==> src/hw/bff_defs.svh <==
// bff_defs.svh: offsets, codes and reset values of the broadcast frame filter
// assumes inclusion wherever the macros are used; the guard keeps it single
`ifndef BFF_DEFS_SVH
`define BFF_DEFS_SVH
// register byte offsets on the axi4-lite bus
`define BFF_ADDR_CMD 8'h00
`define BFF_ADDR_ARG0 8'h04
`define BFF_ADDR_ARG1 8'h08
`define BFF_ADDR_RSP 8'h0c
`define BFF_ADDR_RTYPE 8'h10
`define BFF_ADDR_SET 8'h14
`define BFF_ADDR_STAT 8'h18
// command and response type codes
`define BFF_CMD_SET_MAC 8'h0e
`define BFF_CMD_EN_BC 8'h10
`define BFF_CMD_DIS_BC 8'h11
`define BFF_RSP_FLAG 8'h80
// response and reason codes
`define BFF_RC_OK 16'h0000
`define BFF_RC_FAIL 16'h0001
`define BFF_RC_UNSUP 16'h0002
`define BFF_RS_NONE 16'h0000
`define BFF_RS_MAC_ZERO 16'h0e08
`define BFF_RS_UNK_CMD 16'h7fff
// status field positions
`define BFF_ST_ACTIVE 0
`define BFF_ST_CAP_LSB 8
// class bit positions in the settings word
`define BFF_BIT_ARP 0
`define BFF_BIT_DHCPC 1
`define BFF_BIT_DHCPS 2
`define BFF_BIT_NBIOS 3
// supported classes; arp always present
`define BFF_CAP_CLASSES 4'hf
// frame match values
`define BFF_MAC_BCAST 48'hffffffffffff
`define BFF_ET_ARP 16'h0806
`define BFF_ET_IPV4 16'h0800
`define BFF_PROTO_UDP 8'h11
`define BFF_PORT_DHCPC 16'h0044
`define BFF_PORT_DHCPS 16'h0043
`define BFF_PORT_NBNS 16'h0089
`define BFF_PORT_NBDG 16'h008a
// reset values
`define BFF_RST_SET 4'h0
`define BFF_RST_ACTIVE 1'b0
// axi responses
`define BFF_AXI_OKAY 2'h0
`define BFF_AXI_SLVERR 2'h2
`endif

==> src/hw/bff_pkg.sv <==
// bff_pkg: types of the broadcast frame filter
// assumes bff_defs.svh on the include path
`include "bff_defs.svh"
package bff_pkg;
  // parsed header fields of one received frame
  typedef struct packed {
    logic [47:0] dst_mac;
    logic [15:0] ethertype;
    logic [7:0] ip_proto;
    logic [15:0] udp_dport;
  } bff_frame_t;
  // response as carried back to the management controller
  typedef struct packed {
    logic [7:0] rsp_type;
    logic [15:0] rsp_code;
    logic [15:0] reason;
  } bff_rsp_t;
  typedef enum logic [7:0] {
    BFF_CMD_SET_MAC = `BFF_CMD_SET_MAC,
    BFF_CMD_EN_BC = `BFF_CMD_EN_BC,
    BFF_CMD_DIS_BC = `BFF_CMD_DIS_BC
  } bff_cmd_t;
endpackage : bff_pkg

==> src/hw/bff_filter.sv <==
// bff_filter: broadcast frame filter with command decode over axi4-lite
// assumes frame descriptors come from parser logic on the same clock
// Operation
// set mac command with all-zero address answers reason code 0x0e08
// response word holds response code high, reason code low
// command type 0x10 enables broadcast filtering
// once enabled, broadcasts pass or drop per class settings
// no class selected means every broadcast is dropped
// settings word is taken from payload bytes 16 to 19
// class bit one forwards matching frames, zero discards them
// bit 0: all-ones destination and ethertype 0x0806
// arp class is always implemented
// bit 1: ipv4, udp, destination port 68
// bit 2: ipv4, udp, destination port 67
// bit 3: ipv4, udp, destination port 137 or 138
// unsupported classes are blocked; controller writes them zero
// supported classes are reported in the capability field
// controller sets only the classes it wants forwarded
// enable command is always accepted and answered
// enable command response carries type code 0x90
// reserved bits 4 to 31 ignored; non-broadcasts unaffected
// latest accepted settings hold until new settings arrive
`timescale 1ns/1ps
`include "bff_defs.svh"
module bff_filter
  import bff_pkg::*;
(
  input wire logic i_clk_sys,
  input wire logic i_nrst,
  input wire logic i_ce,
  // axi4-lite slave
  input wire logic [7:0] i_awaddr,
  input wire logic i_awvalid,
  output logic o_awready,
  input wire logic [31:0] i_wdata,
  input wire logic [3:0] i_wstrb,
  input wire logic i_wvalid,
  output logic o_wready,
  output logic [1:0] o_bresp,
  output logic o_bvalid,
  input wire logic i_bready,
  input wire logic [7:0] i_araddr,
  input wire logic i_arvalid,
  output logic o_arready,
  output logic [31:0] o_rdata,
  output logic [1:0] o_rresp,
  output logic o_rvalid,
  input wire logic i_rready,
  // frame decision stream
  input wire logic i_frm_valid,
  input wire bff_frame_t i_frm,
  output logic o_dec_valid,
  output logic o_dec_fwd,
  output logic o_dec_bcast
);

  ////////////////////////////////////////////////////////////////////////
  // state
  // all registers freeze together while the clock enable is low
  logic aw_held_reg, aw_held_next;
  logic w_held_reg, w_held_next;
  logic [7:0] awaddr_reg, awaddr_next;
  logic [31:0] wdata_reg, wdata_next;
  logic [3:0] wstrb_reg, wstrb_next;
  logic bvalid_reg, bvalid_next;
  logic [1:0] bresp_reg, bresp_next;
  logic rvalid_reg, rvalid_next;
  logic [1:0] rresp_reg, rresp_next;
  logic [31:0] rdata_reg, rdata_next;
  logic [7:0] cmd_reg, cmd_next;
  logic [31:0] arg0_reg, arg0_next;
  logic [31:0] arg1_reg, arg1_next;
  bff_rsp_t rsp_reg, rsp_next;
  logic [3:0] set_reg, set_next;
  logic active_reg, active_next;
  logic dec_valid_reg, dec_valid_next;
  logic dec_fwd_reg, dec_fwd_next;
  logic dec_bcast_reg, dec_bcast_next;

  // classes actually built; arp cannot be dropped from the set
  // trade-off: every optional class is built, so none is ever refused
  localparam logic [3:0] CAP = `BFF_CAP_CLASSES | 4'h1;

  // merge a write into a stored word under byte strobes
  function automatic logic [31:0] bff_merge(input logic [31:0] old_w, input logic [31:0] new_w,
                                            input logic [3:0] strb);
    logic [31:0] res;
    res = old_w;
    for (int i = 0; i < 4; i++) begin
      if (strb[i]) begin
        res[i*8 +: 8] = new_w[i*8 +: 8];
      end
    end
    return res;
  endfunction : bff_merge

  ////////////////////////////////////////////////////////////////////////
  // bus handshakes: each channel ready until its item is held
  // ready is a pure decode of flops, so it never depends on valid
  assign o_awready = !aw_held_reg && !bvalid_reg;
  assign o_wready = !w_held_reg && !bvalid_reg;
  assign o_arready = !rvalid_reg;
  assign o_bvalid = bvalid_reg;
  assign o_bresp = bresp_reg;
  assign o_rvalid = rvalid_reg;
  assign o_rresp = rresp_reg;
  assign o_rdata = rdata_reg;
  assign o_dec_valid = dec_valid_reg;
  assign o_dec_fwd = dec_fwd_reg;
  assign o_dec_bcast = dec_bcast_reg;

  ////////////////////////////////////////////////////////////////////////
  // register file and command execution, next values
  always_comb begin
    logic [31:0] wd;
    logic [7:0] ctype;
    wd = 32'h0;
    ctype = 8'h00;
    aw_held_next = aw_held_reg;
    w_held_next = w_held_reg;
    awaddr_next = awaddr_reg;
    wdata_next = wdata_reg;
    wstrb_next = wstrb_reg;
    bvalid_next = bvalid_reg;
    bresp_next = bresp_reg;
    rvalid_next = rvalid_reg;
    rresp_next = rresp_reg;
    rdata_next = rdata_reg;
    cmd_next = cmd_reg;
    arg0_next = arg0_reg;
    arg1_next = arg1_reg;
    rsp_next = rsp_reg;
    set_next = set_reg;
    active_next = active_reg;
    // address and data may arrive in either order
    if (i_awvalid && o_awready) begin
      aw_held_next = 1'b1;
      awaddr_next = i_awaddr;
    end
    if (i_wvalid && o_wready) begin
      w_held_next = 1'b1;
      wdata_next = i_wdata;
      wstrb_next = i_wstrb;
    end
    if (bvalid_reg && i_bready) begin
      bvalid_next = 1'b0;
    end
    // write executes one cycle after both halves are held
    // halves drop in the edge that raises the answer, so no second write slips in
    if (aw_held_reg && w_held_reg && !bvalid_reg) begin
      aw_held_next = 1'b0;
      w_held_next = 1'b0;
      bvalid_next = 1'b1;
      bresp_next = `BFF_AXI_OKAY;
      wd = bff_merge(32'h0, wdata_reg, wstrb_reg);
      case (awaddr_reg)
        `BFF_ADDR_ARG0: arg0_next = bff_merge(arg0_reg, wdata_reg, wstrb_reg);
        `BFF_ADDR_ARG1: arg1_next = bff_merge(arg1_reg, wdata_reg, wstrb_reg);
        `BFF_ADDR_CMD: begin
          // writing the command register runs the command at once
          ctype = wd[7:0];
          cmd_next = ctype;
          rsp_next.rsp_type = ctype | `BFF_RSP_FLAG;
          rsp_next.rsp_code = `BFF_RC_OK;
          rsp_next.reason = `BFF_RS_NONE;
          case (ctype)
            BFF_CMD_EN_BC: begin
              // always accepted; unsupported and reserved bits forced low
              set_next = arg0_reg[3:0] & CAP;
              active_next = 1'b1;
            end
            BFF_CMD_DIS_BC: begin
              active_next = 1'b0;
            end
            BFF_CMD_SET_MAC: begin
              // address table lives elsewhere; only the zero check is here
              if ({arg0_reg, arg1_reg[31:16]} == 48'h0) begin
                rsp_next.rsp_code = `BFF_RC_FAIL;
                rsp_next.reason = `BFF_RS_MAC_ZERO;
              end
            end
            default: begin
              rsp_next.rsp_code = `BFF_RC_UNSUP;
              rsp_next.reason = `BFF_RS_UNK_CMD;
            end
          endcase
        end
        `BFF_ADDR_RSP, `BFF_ADDR_RTYPE, `BFF_ADDR_SET, `BFF_ADDR_STAT: begin
          // read-only words, write ignored
        end
        default: bresp_next = `BFF_AXI_SLVERR;
      endcase
    end
    // read channel
    // data captured with the address and held until rready, no read-ahead
    if (rvalid_reg && i_rready) begin
      rvalid_next = 1'b0;
    end
    if (i_arvalid && o_arready) begin
      rvalid_next = 1'b1;
      rresp_next = `BFF_AXI_OKAY;
      case (i_araddr)
        `BFF_ADDR_CMD: rdata_next = {24'h0, cmd_reg};
        `BFF_ADDR_ARG0: rdata_next = arg0_reg;
        `BFF_ADDR_ARG1: rdata_next = arg1_reg;
        `BFF_ADDR_RSP: rdata_next = {rsp_reg.rsp_code, rsp_reg.reason};
        `BFF_ADDR_RTYPE: rdata_next = {24'h0, rsp_reg.rsp_type};
        `BFF_ADDR_SET: rdata_next = {28'h0, set_reg};
        `BFF_ADDR_STAT: begin
          rdata_next = 32'h0;
          rdata_next[`BFF_ST_ACTIVE] = active_reg;
          rdata_next[`BFF_ST_CAP_LSB +: 4] = CAP;
        end
        default: begin
          rdata_next = 32'h0;
          rresp_next = `BFF_AXI_SLVERR;
        end
      endcase
    end
  end

  ////////////////////////////////////////////////////////////////////////
  // register file and command execution, flops
  always_ff @(posedge i_clk_sys or negedge i_nrst) begin
    if (!i_nrst) begin
      aw_held_reg <= 1'b0;
      w_held_reg <= 1'b0;
      awaddr_reg <= 8'h00;
      wdata_reg <= 32'h0;
      wstrb_reg <= 4'h0;
      bvalid_reg <= 1'b0;
      bresp_reg <= `BFF_AXI_OKAY;
      rvalid_reg <= 1'b0;
      rresp_reg <= `BFF_AXI_OKAY;
      rdata_reg <= 32'h0;
      cmd_reg <= 8'h00;
      arg0_reg <= 32'h0;
      arg1_reg <= 32'h0;
      rsp_reg <= '0;
      set_reg <= `BFF_RST_SET;
      active_reg <= `BFF_RST_ACTIVE;
    end else if (i_ce) begin
      aw_held_reg <= aw_held_next;
      w_held_reg <= w_held_next;
      awaddr_reg <= awaddr_next;
      wdata_reg <= wdata_next;
      wstrb_reg <= wstrb_next;
      bvalid_reg <= bvalid_next;
      bresp_reg <= bresp_next;
      rvalid_reg <= rvalid_next;
      rresp_reg <= rresp_next;
      rdata_reg <= rdata_next;
      cmd_reg <= cmd_next;
      arg0_reg <= arg0_next;
      arg1_reg <= arg1_next;
      rsp_reg <= rsp_next;
      set_reg <= set_next;
      active_reg <= active_next;
    end
  end

  ////////////////////////////////////////////////////////////////////////
  // frame classification, next values
  // broadcast test gates every class, so a unicast arp frame never counts
  always_comb begin
    logic bcast;
    logic udp4;
    logic [3:0] hit;
    bcast = (i_frm.dst_mac == `BFF_MAC_BCAST);
    udp4 = (i_frm.ethertype == `BFF_ET_IPV4) && (i_frm.ip_proto == `BFF_PROTO_UDP);
    hit = 4'h0;
    hit[`BFF_BIT_ARP] = (i_frm.ethertype == `BFF_ET_ARP);
    hit[`BFF_BIT_DHCPC] = udp4 && (i_frm.udp_dport == `BFF_PORT_DHCPC);
    hit[`BFF_BIT_DHCPS] = udp4 && (i_frm.udp_dport == `BFF_PORT_DHCPS);
    hit[`BFF_BIT_NBIOS] = udp4 && ((i_frm.udp_dport == `BFF_PORT_NBNS) ||
                                   (i_frm.udp_dport == `BFF_PORT_NBDG));
    dec_valid_next = i_frm_valid;
    dec_bcast_next = i_frm_valid ? bcast : dec_bcast_reg;
    dec_fwd_next = dec_fwd_reg;
    if (i_frm_valid) begin
      if (!bcast || !active_reg) begin
        dec_fwd_next = 1'b1;
      end else begin
        // empty settings word yields no hit, so every broadcast drops
        dec_fwd_next = |(hit & set_reg);
      end
    end
  end

  // frame classification, flops
  // pulse and fields share one enable, so a frozen cycle keeps them aligned
  always_ff @(posedge i_clk_sys or negedge i_nrst) begin
    if (!i_nrst) begin
      dec_valid_reg <= 1'b0;
      dec_fwd_reg <= 1'b0;
      dec_bcast_reg <= 1'b0;
    end else if (i_ce) begin
      dec_valid_reg <= dec_valid_next;
      dec_fwd_reg <= dec_fwd_next;
      dec_bcast_reg <= dec_bcast_next;
    end
  end

endmodule : bff_filter

==> config.mk <==
export PLATFORM = sky130hd
export DESIGN_NAME = bff_filter
export DESIGN_NICKNAME = d
export VERILOG_FILES = /design/src/hw/bff_pkg.sv /design/src/hw/bff_filter.sv
export VERILOG_INCLUDE_DIRS = /design/src /design/src/hw
export SDC_FILE = /design/constraint.sdc
export NUM_CORES = 1
export LEC_CHECK = 0
export BUFFER_PORTS_ARGS = -buffer_cell sky130_fd_sc_hd__buf_4
export CAP_MARGIN = 20
export CORE_MARGIN = 4
export CORE_UTILIZATION = 30
export DETAILED_ROUTE_END_ITERATION = 6
export PLACE_DENSITY = 0.55
export SLEW_MARGIN = 20
export SYNTH_ARGS = -nofsm -noshare
export SYNTH_HDL_FRONTEND = slang
export SYNTH_SLANG_ARGS = --single-unit
==> constraint.sdc <==
create_clock -name i_clk_sys -period 3.85 [get_ports i_clk_sys]
set_clock_uncertainty 0.15 [all_clocks]
set_input_delay 0 -clock i_clk_sys [delete_from_list [all_inputs] [get_ports i_clk_sys]]
set_output_delay 0 -clock i_clk_sys [all_outputs]
set_load 0.05 [all_outputs]
==> results of run 1 <==
[power groups by stage]
stage	Sequential [W]	Clock, W	Combinational [W]
2_1_floorplan	0.00236	0	0.000565
3_3_place_gp	0.00250	0	0.000876
3_5_place_dp	0.00250	0	0.000891
4_1_cts	0.00247	0.00190	0.000950
5_1_grt	0.00252	0.00198	0.00102
6_report	0.00247	0.00186	0.000935
[cell families (layout without fill, tap and decap cells)]
group	Yosys count	in the layout	synth area share
AOI/OAI and AO/OA	102	102	0.0878
xor gates and xnor gates	1	1	0.00121
buffers and inverters	32	293	0.0185
DFF	166	166	0.574
muxes	124	124	0.191
other	1	2	0.000518
and+or+nand+nor	169	169	0.128
[synth_stat cells (2+ instances only)]
master and count:
nor2b_1 5, nand2b_1 4, nand3_1 4, inv_1 3, a22oi_1 19, mux2_1 4, a2111oi_0 2, dfrtp_1 166
buf_2 5, nor4bb_1 3, mux2i_1 11, nand2_2 8, nor3_1 9, a221oi_1 4, o21a_1 2, a21oi_1 8
nand4_1 20, nand4b_1 2, buf_4 2, nor4_1 19, clkbuf_1 21, a211oi_1 7, nor2_1 14, nor4b_1 2
and3b_2 2, mux2_2 109, o21ai_0 50, nand2_1 65
[layer usage]
layer / up-vias / share of wire / track usage
met5: - / 0 / 0
met4: 0 / 0.013 / 0.0396
met3: 21 / 0.039 / 0.0338
met2: 111 / 0.47 / 0.253
met1: 2822 / 0.48 / 0.232
li1: 2703 / - / -
[final cells by class]
class	count	area, um^2
inverter	3	11.3
sequential	166	4150
clock inverter	13	195
clock buffer	19	453
tap	319	399
timing repair buffer	258	2110
multi-input combinational	398	2990
fill	2248	13300
[stage by stage]
step,util,total power (W),hold slack (ns)
global placement,0.383,0.00337,-0.129
floorplan,-,0.00293,-0.446
global route,0.437,0.00552,0.0475
CTS,0.437,0.00532,0.00832
finish,0.437,0.00526,0.0208
detailed placement,0.383,0.00339,-0.124
[worst max-delay path, stage by stage]
cell and delay, ns:
dlygate4sd3_1 0.53, buf_4 0.10, nand4_1 0.05, dlygate4sd3_1 0.57, nor4_1 0.21, dlygate4sd3_1 0.61
nand4_1 0.11, nor2_1 0.13, a21oi_1 0.07, dlygate4sd3_1 0.56
[worst paths after layout]
check | to | cells past startpoint | slack [ns] | startpoint
worst max-delay path | o_dec_fwd$_DFFE_PN0P_ | 10 | 1.06 | i_frm[60]
worst min-delay path | o_rdata[8]$_DFFE_PN0P_ | 5 | 0.02 | i_araddr[7]
worst max register to register | set_reg[1]$_DFFE_PN0P_ | 5 | 1.28 | awaddr_reg[0]$_DFFE_PN0P_
worst min register to register | cmd_reg[4]$_DFFE_PN0P_ | 2 | 0.32 | cmd_reg[4]$_DFFE_PN0P_
max in group asynchronous | o_rdata[2]$_DFFE_PN0P_ | 4 | 2.01 | i_nrst
min in group asynchronous | o_rdata[7]$_DFFE_PN0P_ | 3 | 0.50 | i_nrst
[repair_timing]
item	in CTS	in global routing
hold buffers	63	0
hold endpoints to repair	114	0
resized for setup	0	0
==> reports/qor.yml, run 1 <==
route.detailed.drc: 0
clkTransAtPathRegs_ns: 0.06
crit_path_end_kind: "register"
synth_area_per_cell_um2: 12.2
synth.yosys.warnings: 0
ir_drop_uv: 249
p_per_area_mw_per_mm2: 510
drtIter0Drc: 302
rsz0062_at_grt: "false"
slew_headroom: 0.306
post-cts-setup-buffer-count: 0
rows: 56
synth.ff_latch_count: 166
cts_made_buffers: 17
critical_path_class: "in -> reg"
layout.cells.non_filler: 1176
areaGrowthSynthToFinish_pct: 42.4
cp_max_fo: 2
placed_cell_area_mm2: 0.00904
die_h_um: 163
fin_crit_sh: 0.726
leakage_nw: 4.78
p_switching_w: 0.00153
cap_violations: 0
num_vias: 5657
clock.fmax_mhz: 358
final_cell_mix: "buf_4 (193), dfrtp_1 (166), mux2_2 (109), nand2_1 (65), dlygate4sd3_1 (63)"
dp_hpwl_mm: 14.9
setup_viol: 0
cp-start-kind: "input port"
p_comb_frac: 0.178
p_sw_frac: 0.290
final_common_cell: "buf_4"
synthArstFlopShare: 1.00
ys_types: 53
grtUsageTotal: 0.162
clk_latency_ns: 0.43
seq_area_frac_synth: 0.574
wl_mm: 20.9
synth_area_leaders: "dfrtp_1 (57%), mux2_2 (17%), o21ai_0 (3.5%)"
pre_cts_slack_ns: 1.27
first_global_vias: 5858
grt_max_degree: 107
seqPwrFrac: 0.469
wl_per_cell_um: 17.8
portBuffers: 190
worst_slack_ns: 1.06
dp.cells: 1081
clkPwrFrac: 0.353
cts_htree_levels: 4
die_width_um: 163
antenna_found_initial: 0
die-area_mm2: 0.0267
cts_tree: "done"
synth_edf_count: 0
slew_violations: 0
finalHoldViolCount: 0
firstDrtPassIters: 4
stdcell_area_mm2: 0.0103
intPower_w: 0.00374
io_pins: 193
start_util: 0.307
yosysTopAreaCellShare: 0.574
grt_pass1_wl_mm: 33.7
fin_nets: 993
outcome: "finished, final reports clean"
synth_flop_cell: "dfrtp_1"
synth_area_mm2: 0.00724
n_antenna_cell: 0
gr-total-overflow: 0
hold_class: "in -> reg"
gp_congestion: 0.789
tightest_slew_ns: 1.03
drive_gt1_frac: 0.415
postRouteAntennaNets: 0
root_buffer: "clkbuf_16"
fin_crit_ns: 2.79
clock_sinks: 166
worstPathRequired_ns: 4.01
setup_tns_ns: 0
viasPerCell: 4.81
clockBufferDepth: 2
cp.arrival_ns: 2.95
post-synth-top-area-cell: "dfrtp_1"
syn_inst: 595
core_area_mm2: 0.0236
Note: power is estimated with default switching activity, not from simulation.
==> run 2: changes to the inputs <==
- PLACE_DENSITY: 0.55 -> 0.57
- clock period: 3.85 -> 2.3 ns (I/O delays scaled with it)
==> run 2 against run 1 <==
  * The flow now finishes with violations (negative setup slack)
  * Global-route usage grew 0.075 points
  * Flip-flop and latch count unchanged
  * Sequential power rose by 67%
  * Worst hold slack better by 0.0026 ns
  * Critical endpoint is now set_reg[0]$_DFFE_PN0P_
  * Highest routed layer unchanged
==> reports/qor.yml, run 2 (synthesis results as in run 1) <==
worstPathRequired_ns: 2.47
slew_violations: 0
first_global_vias: 5995
hold_class: "in -> reg"
clock_sinks: 166
fin_nets: 1016
die_h_um: 163
dp.cells: 1099
final_cell_mix: "buf_4 (208), dfrtp_1 (165), mux2_2 (106), nand2_1 (65), dlygate4sd3_1 (62)"
hold_end: "o_rdata[9]$_DFFE_PN0P_"
grt_max_degree: 63
cts_made_buffers: 17
utilization: 0.450
rows: 56
crit_chain: "or4_4 -> nor4_4 -> or3b_4 -> nor3_4 -> mux2_2"
ff_latch_area_mm2: 0.00416
critical_path_class: "reg -> reg"
slowest_stage: "or4_4"
reg2reg_slack_ns: -0.1
cp-start-kind: "register"
crit_path_end_kind: "register"
gp_congestion: 0.831
grtUsageTotal: 0.163
route.detailed.drc: 0
firstDrtPassIters: 5
cp.arrival_ns: 2.56
clock.fmax_mhz: 417
worst_slack_ns: -0.0969
core_area_mm2: 0.0236
antenna_found_initial: 0
ir_drop_uv: 531
final_common_cell: "buf_4"
portBuffers: 190
postRouteAntennaNets: 0
drive_gt1_frac: 0.439
pre_cts_slack_ns: -0.218
start_util: 0.307
min_from: "i_araddr[6]"
io_pins: 193
gr-total-overflow: 0
setup_viol: 31
n_fill_cell: 2260
layout.cells.non_filler: 1199
wl_mm: 21.3
n_antenna_cell: 0
reg2reg_depth: 5
rr_endpoint: "set_reg[0]$_DFFE_PN0P_"
outcome: "complete, but fails checks"
leakage_nw: 4.97
fin_crit_sh: 1.04
cap_violations: 0
areaGrowthSynthToFinish_pct: 46.8
rsz0062_at_grt: "true"
holdPathStages: 5
cp_max_fo: 5
cp_slowest_stage_delay_ns: 0.56
tightest_slew_ns: 0.491
root_buffer: "clkbuf_16"
r2r-start: "awaddr_reg[0]$_DFFE_PN0P_"
placed_cell_area_mm2: 0.00922
grt_pass1_wl_mm: 33.9
cts_tree: "done"
fin_crit_ns: 2.40
clkTransAtPathRegs_ns: 0.07
slew_headroom: 0.670
path_delay_family: "simple AND/OR/NAND/NOR gates"
cts_htree_levels: 4
dp_hpwl_mm: 15.5
wl_per_cell_um: 17.7
viasPerCell: 4.75
clockBufferDepth: 2
finalHoldViolCount: 0
clk_latency_ns: 0.43
path_buf_inv: 0
num_vias: 5697
p_total_w: 0.00887
die-area_mm2: 0.0267
stdcell_area_mm2: 0.0106
multi_input_area_mm2: 0.00309
p_per_area_mw_per_mm2: 834
violations: "negative setup slack"
die_width_um: 163
drtIter0Drc: 293
run 2: cell types whose count changed in the layout (fill, tap and decap cells not counted), moves of 2 or more:
| cell | before | now |
|---|---|---|
| nand2_2 | 8 | 0 |
| mux2_2 | 109 | 106 |
| mux2_1 | 4 | 0 |
| mux2_4 | 0 | 7 |
| clkinv_2 | 1 | 3 |
| buf_6 | 1 | 5 |
| nand2_8 | 0 | 4 |
| buf_12 | 1 | 5 |
| buf_4 | 193 | 208 |
| nand2_4 | 0 | 4 |
run 2: where the power goes:
group	switching [W]	leakage, nW	internal (W)
combinational	0.000784	2.47	0.00101
sequential	0.000652	2.20	0.00347
clock	0.00121	0.297	0.00175
total	0.00265	4.97	0.00622
run 2: stage by stage:
stage / TNS [ns] / hold slack (ns)
global placement: -0.875 / -0.183
floorplan: -0.313 / -0.446
CTS: -2.23 / 0.0122
finish: -0.739 / 0.0235
detailed placement: -2.86 / -0.184
global route: -8.63 / 0.0724
run 2: layout make-up:
cell class,instances,area share
Multi-Input combinational cell,398,0.291
Timing Repair Buffer,281,0.222
Sequential cell,166,0.391
Tap cell,319,0.0375
Clock buffer,18,0.0413
Clock inverter,14,0.0162
Inverter,3,0.00106
run 2: worst reg2reg max path: cells and delay by family, from the launching register on:
family / cells / cell delay (ns)
multiplexers: 1 / 0.37
AND/OR/NAND/NOR: 4 / 1.39
flip-flops: 1 / 0.38
run 2: worst max path at each step:
| stage | startpoint | to | slack [ns] | depth (start not counted) |
|---|---|---|---|---|
| floorplan | awaddr_reg[0]$_DFFE_PN0P_ | set_reg[0]$_DFFE_PN0P_ | -0.08 | 5 |
| global placement | awaddr_reg[0]$_DFFE_PN0P_ | set_reg[1]$_DFFE_PN0P_ | -0.17 | 5 |
| detailed placement | awaddr_reg[0]$_DFFE_PN0P_ | set_reg[0]$_DFFE_PN0P_ | -0.22 | 5 |
| CTS | awaddr_reg[0]$_DFFE_PN0P_ | set_reg[0]$_DFFE_PN0P_ | -0.18 | 5 |
| global route | awaddr_reg[0]$_DFFE_PN0P_ | set_reg[0]$_DFFE_PN0P_ | -0.22 | 5 |
| finish | awaddr_reg[0]$_DFFE_PN0P_ | set_reg[0]$_DFFE_PN0P_ | -0.1 | 5 |
run 2: routing by layer:
layer,track usage,vias up,part of all wire
met3,0.0300,28,0.034
met5,0,-,0
met4,0.0465,0,0.013
li1,-,2740,-
met1,0.226,2818,0.47
met2,0.262,111,0.48
run 2: repair_timing:
action	4_1_cts	5_1_grt
endpoints found under the hold margin	222	0
pin swaps	5	3
resized for setup	16	9
setup endpoints to repair	68	80
hold buffers	64	0
setup buffers	3	2
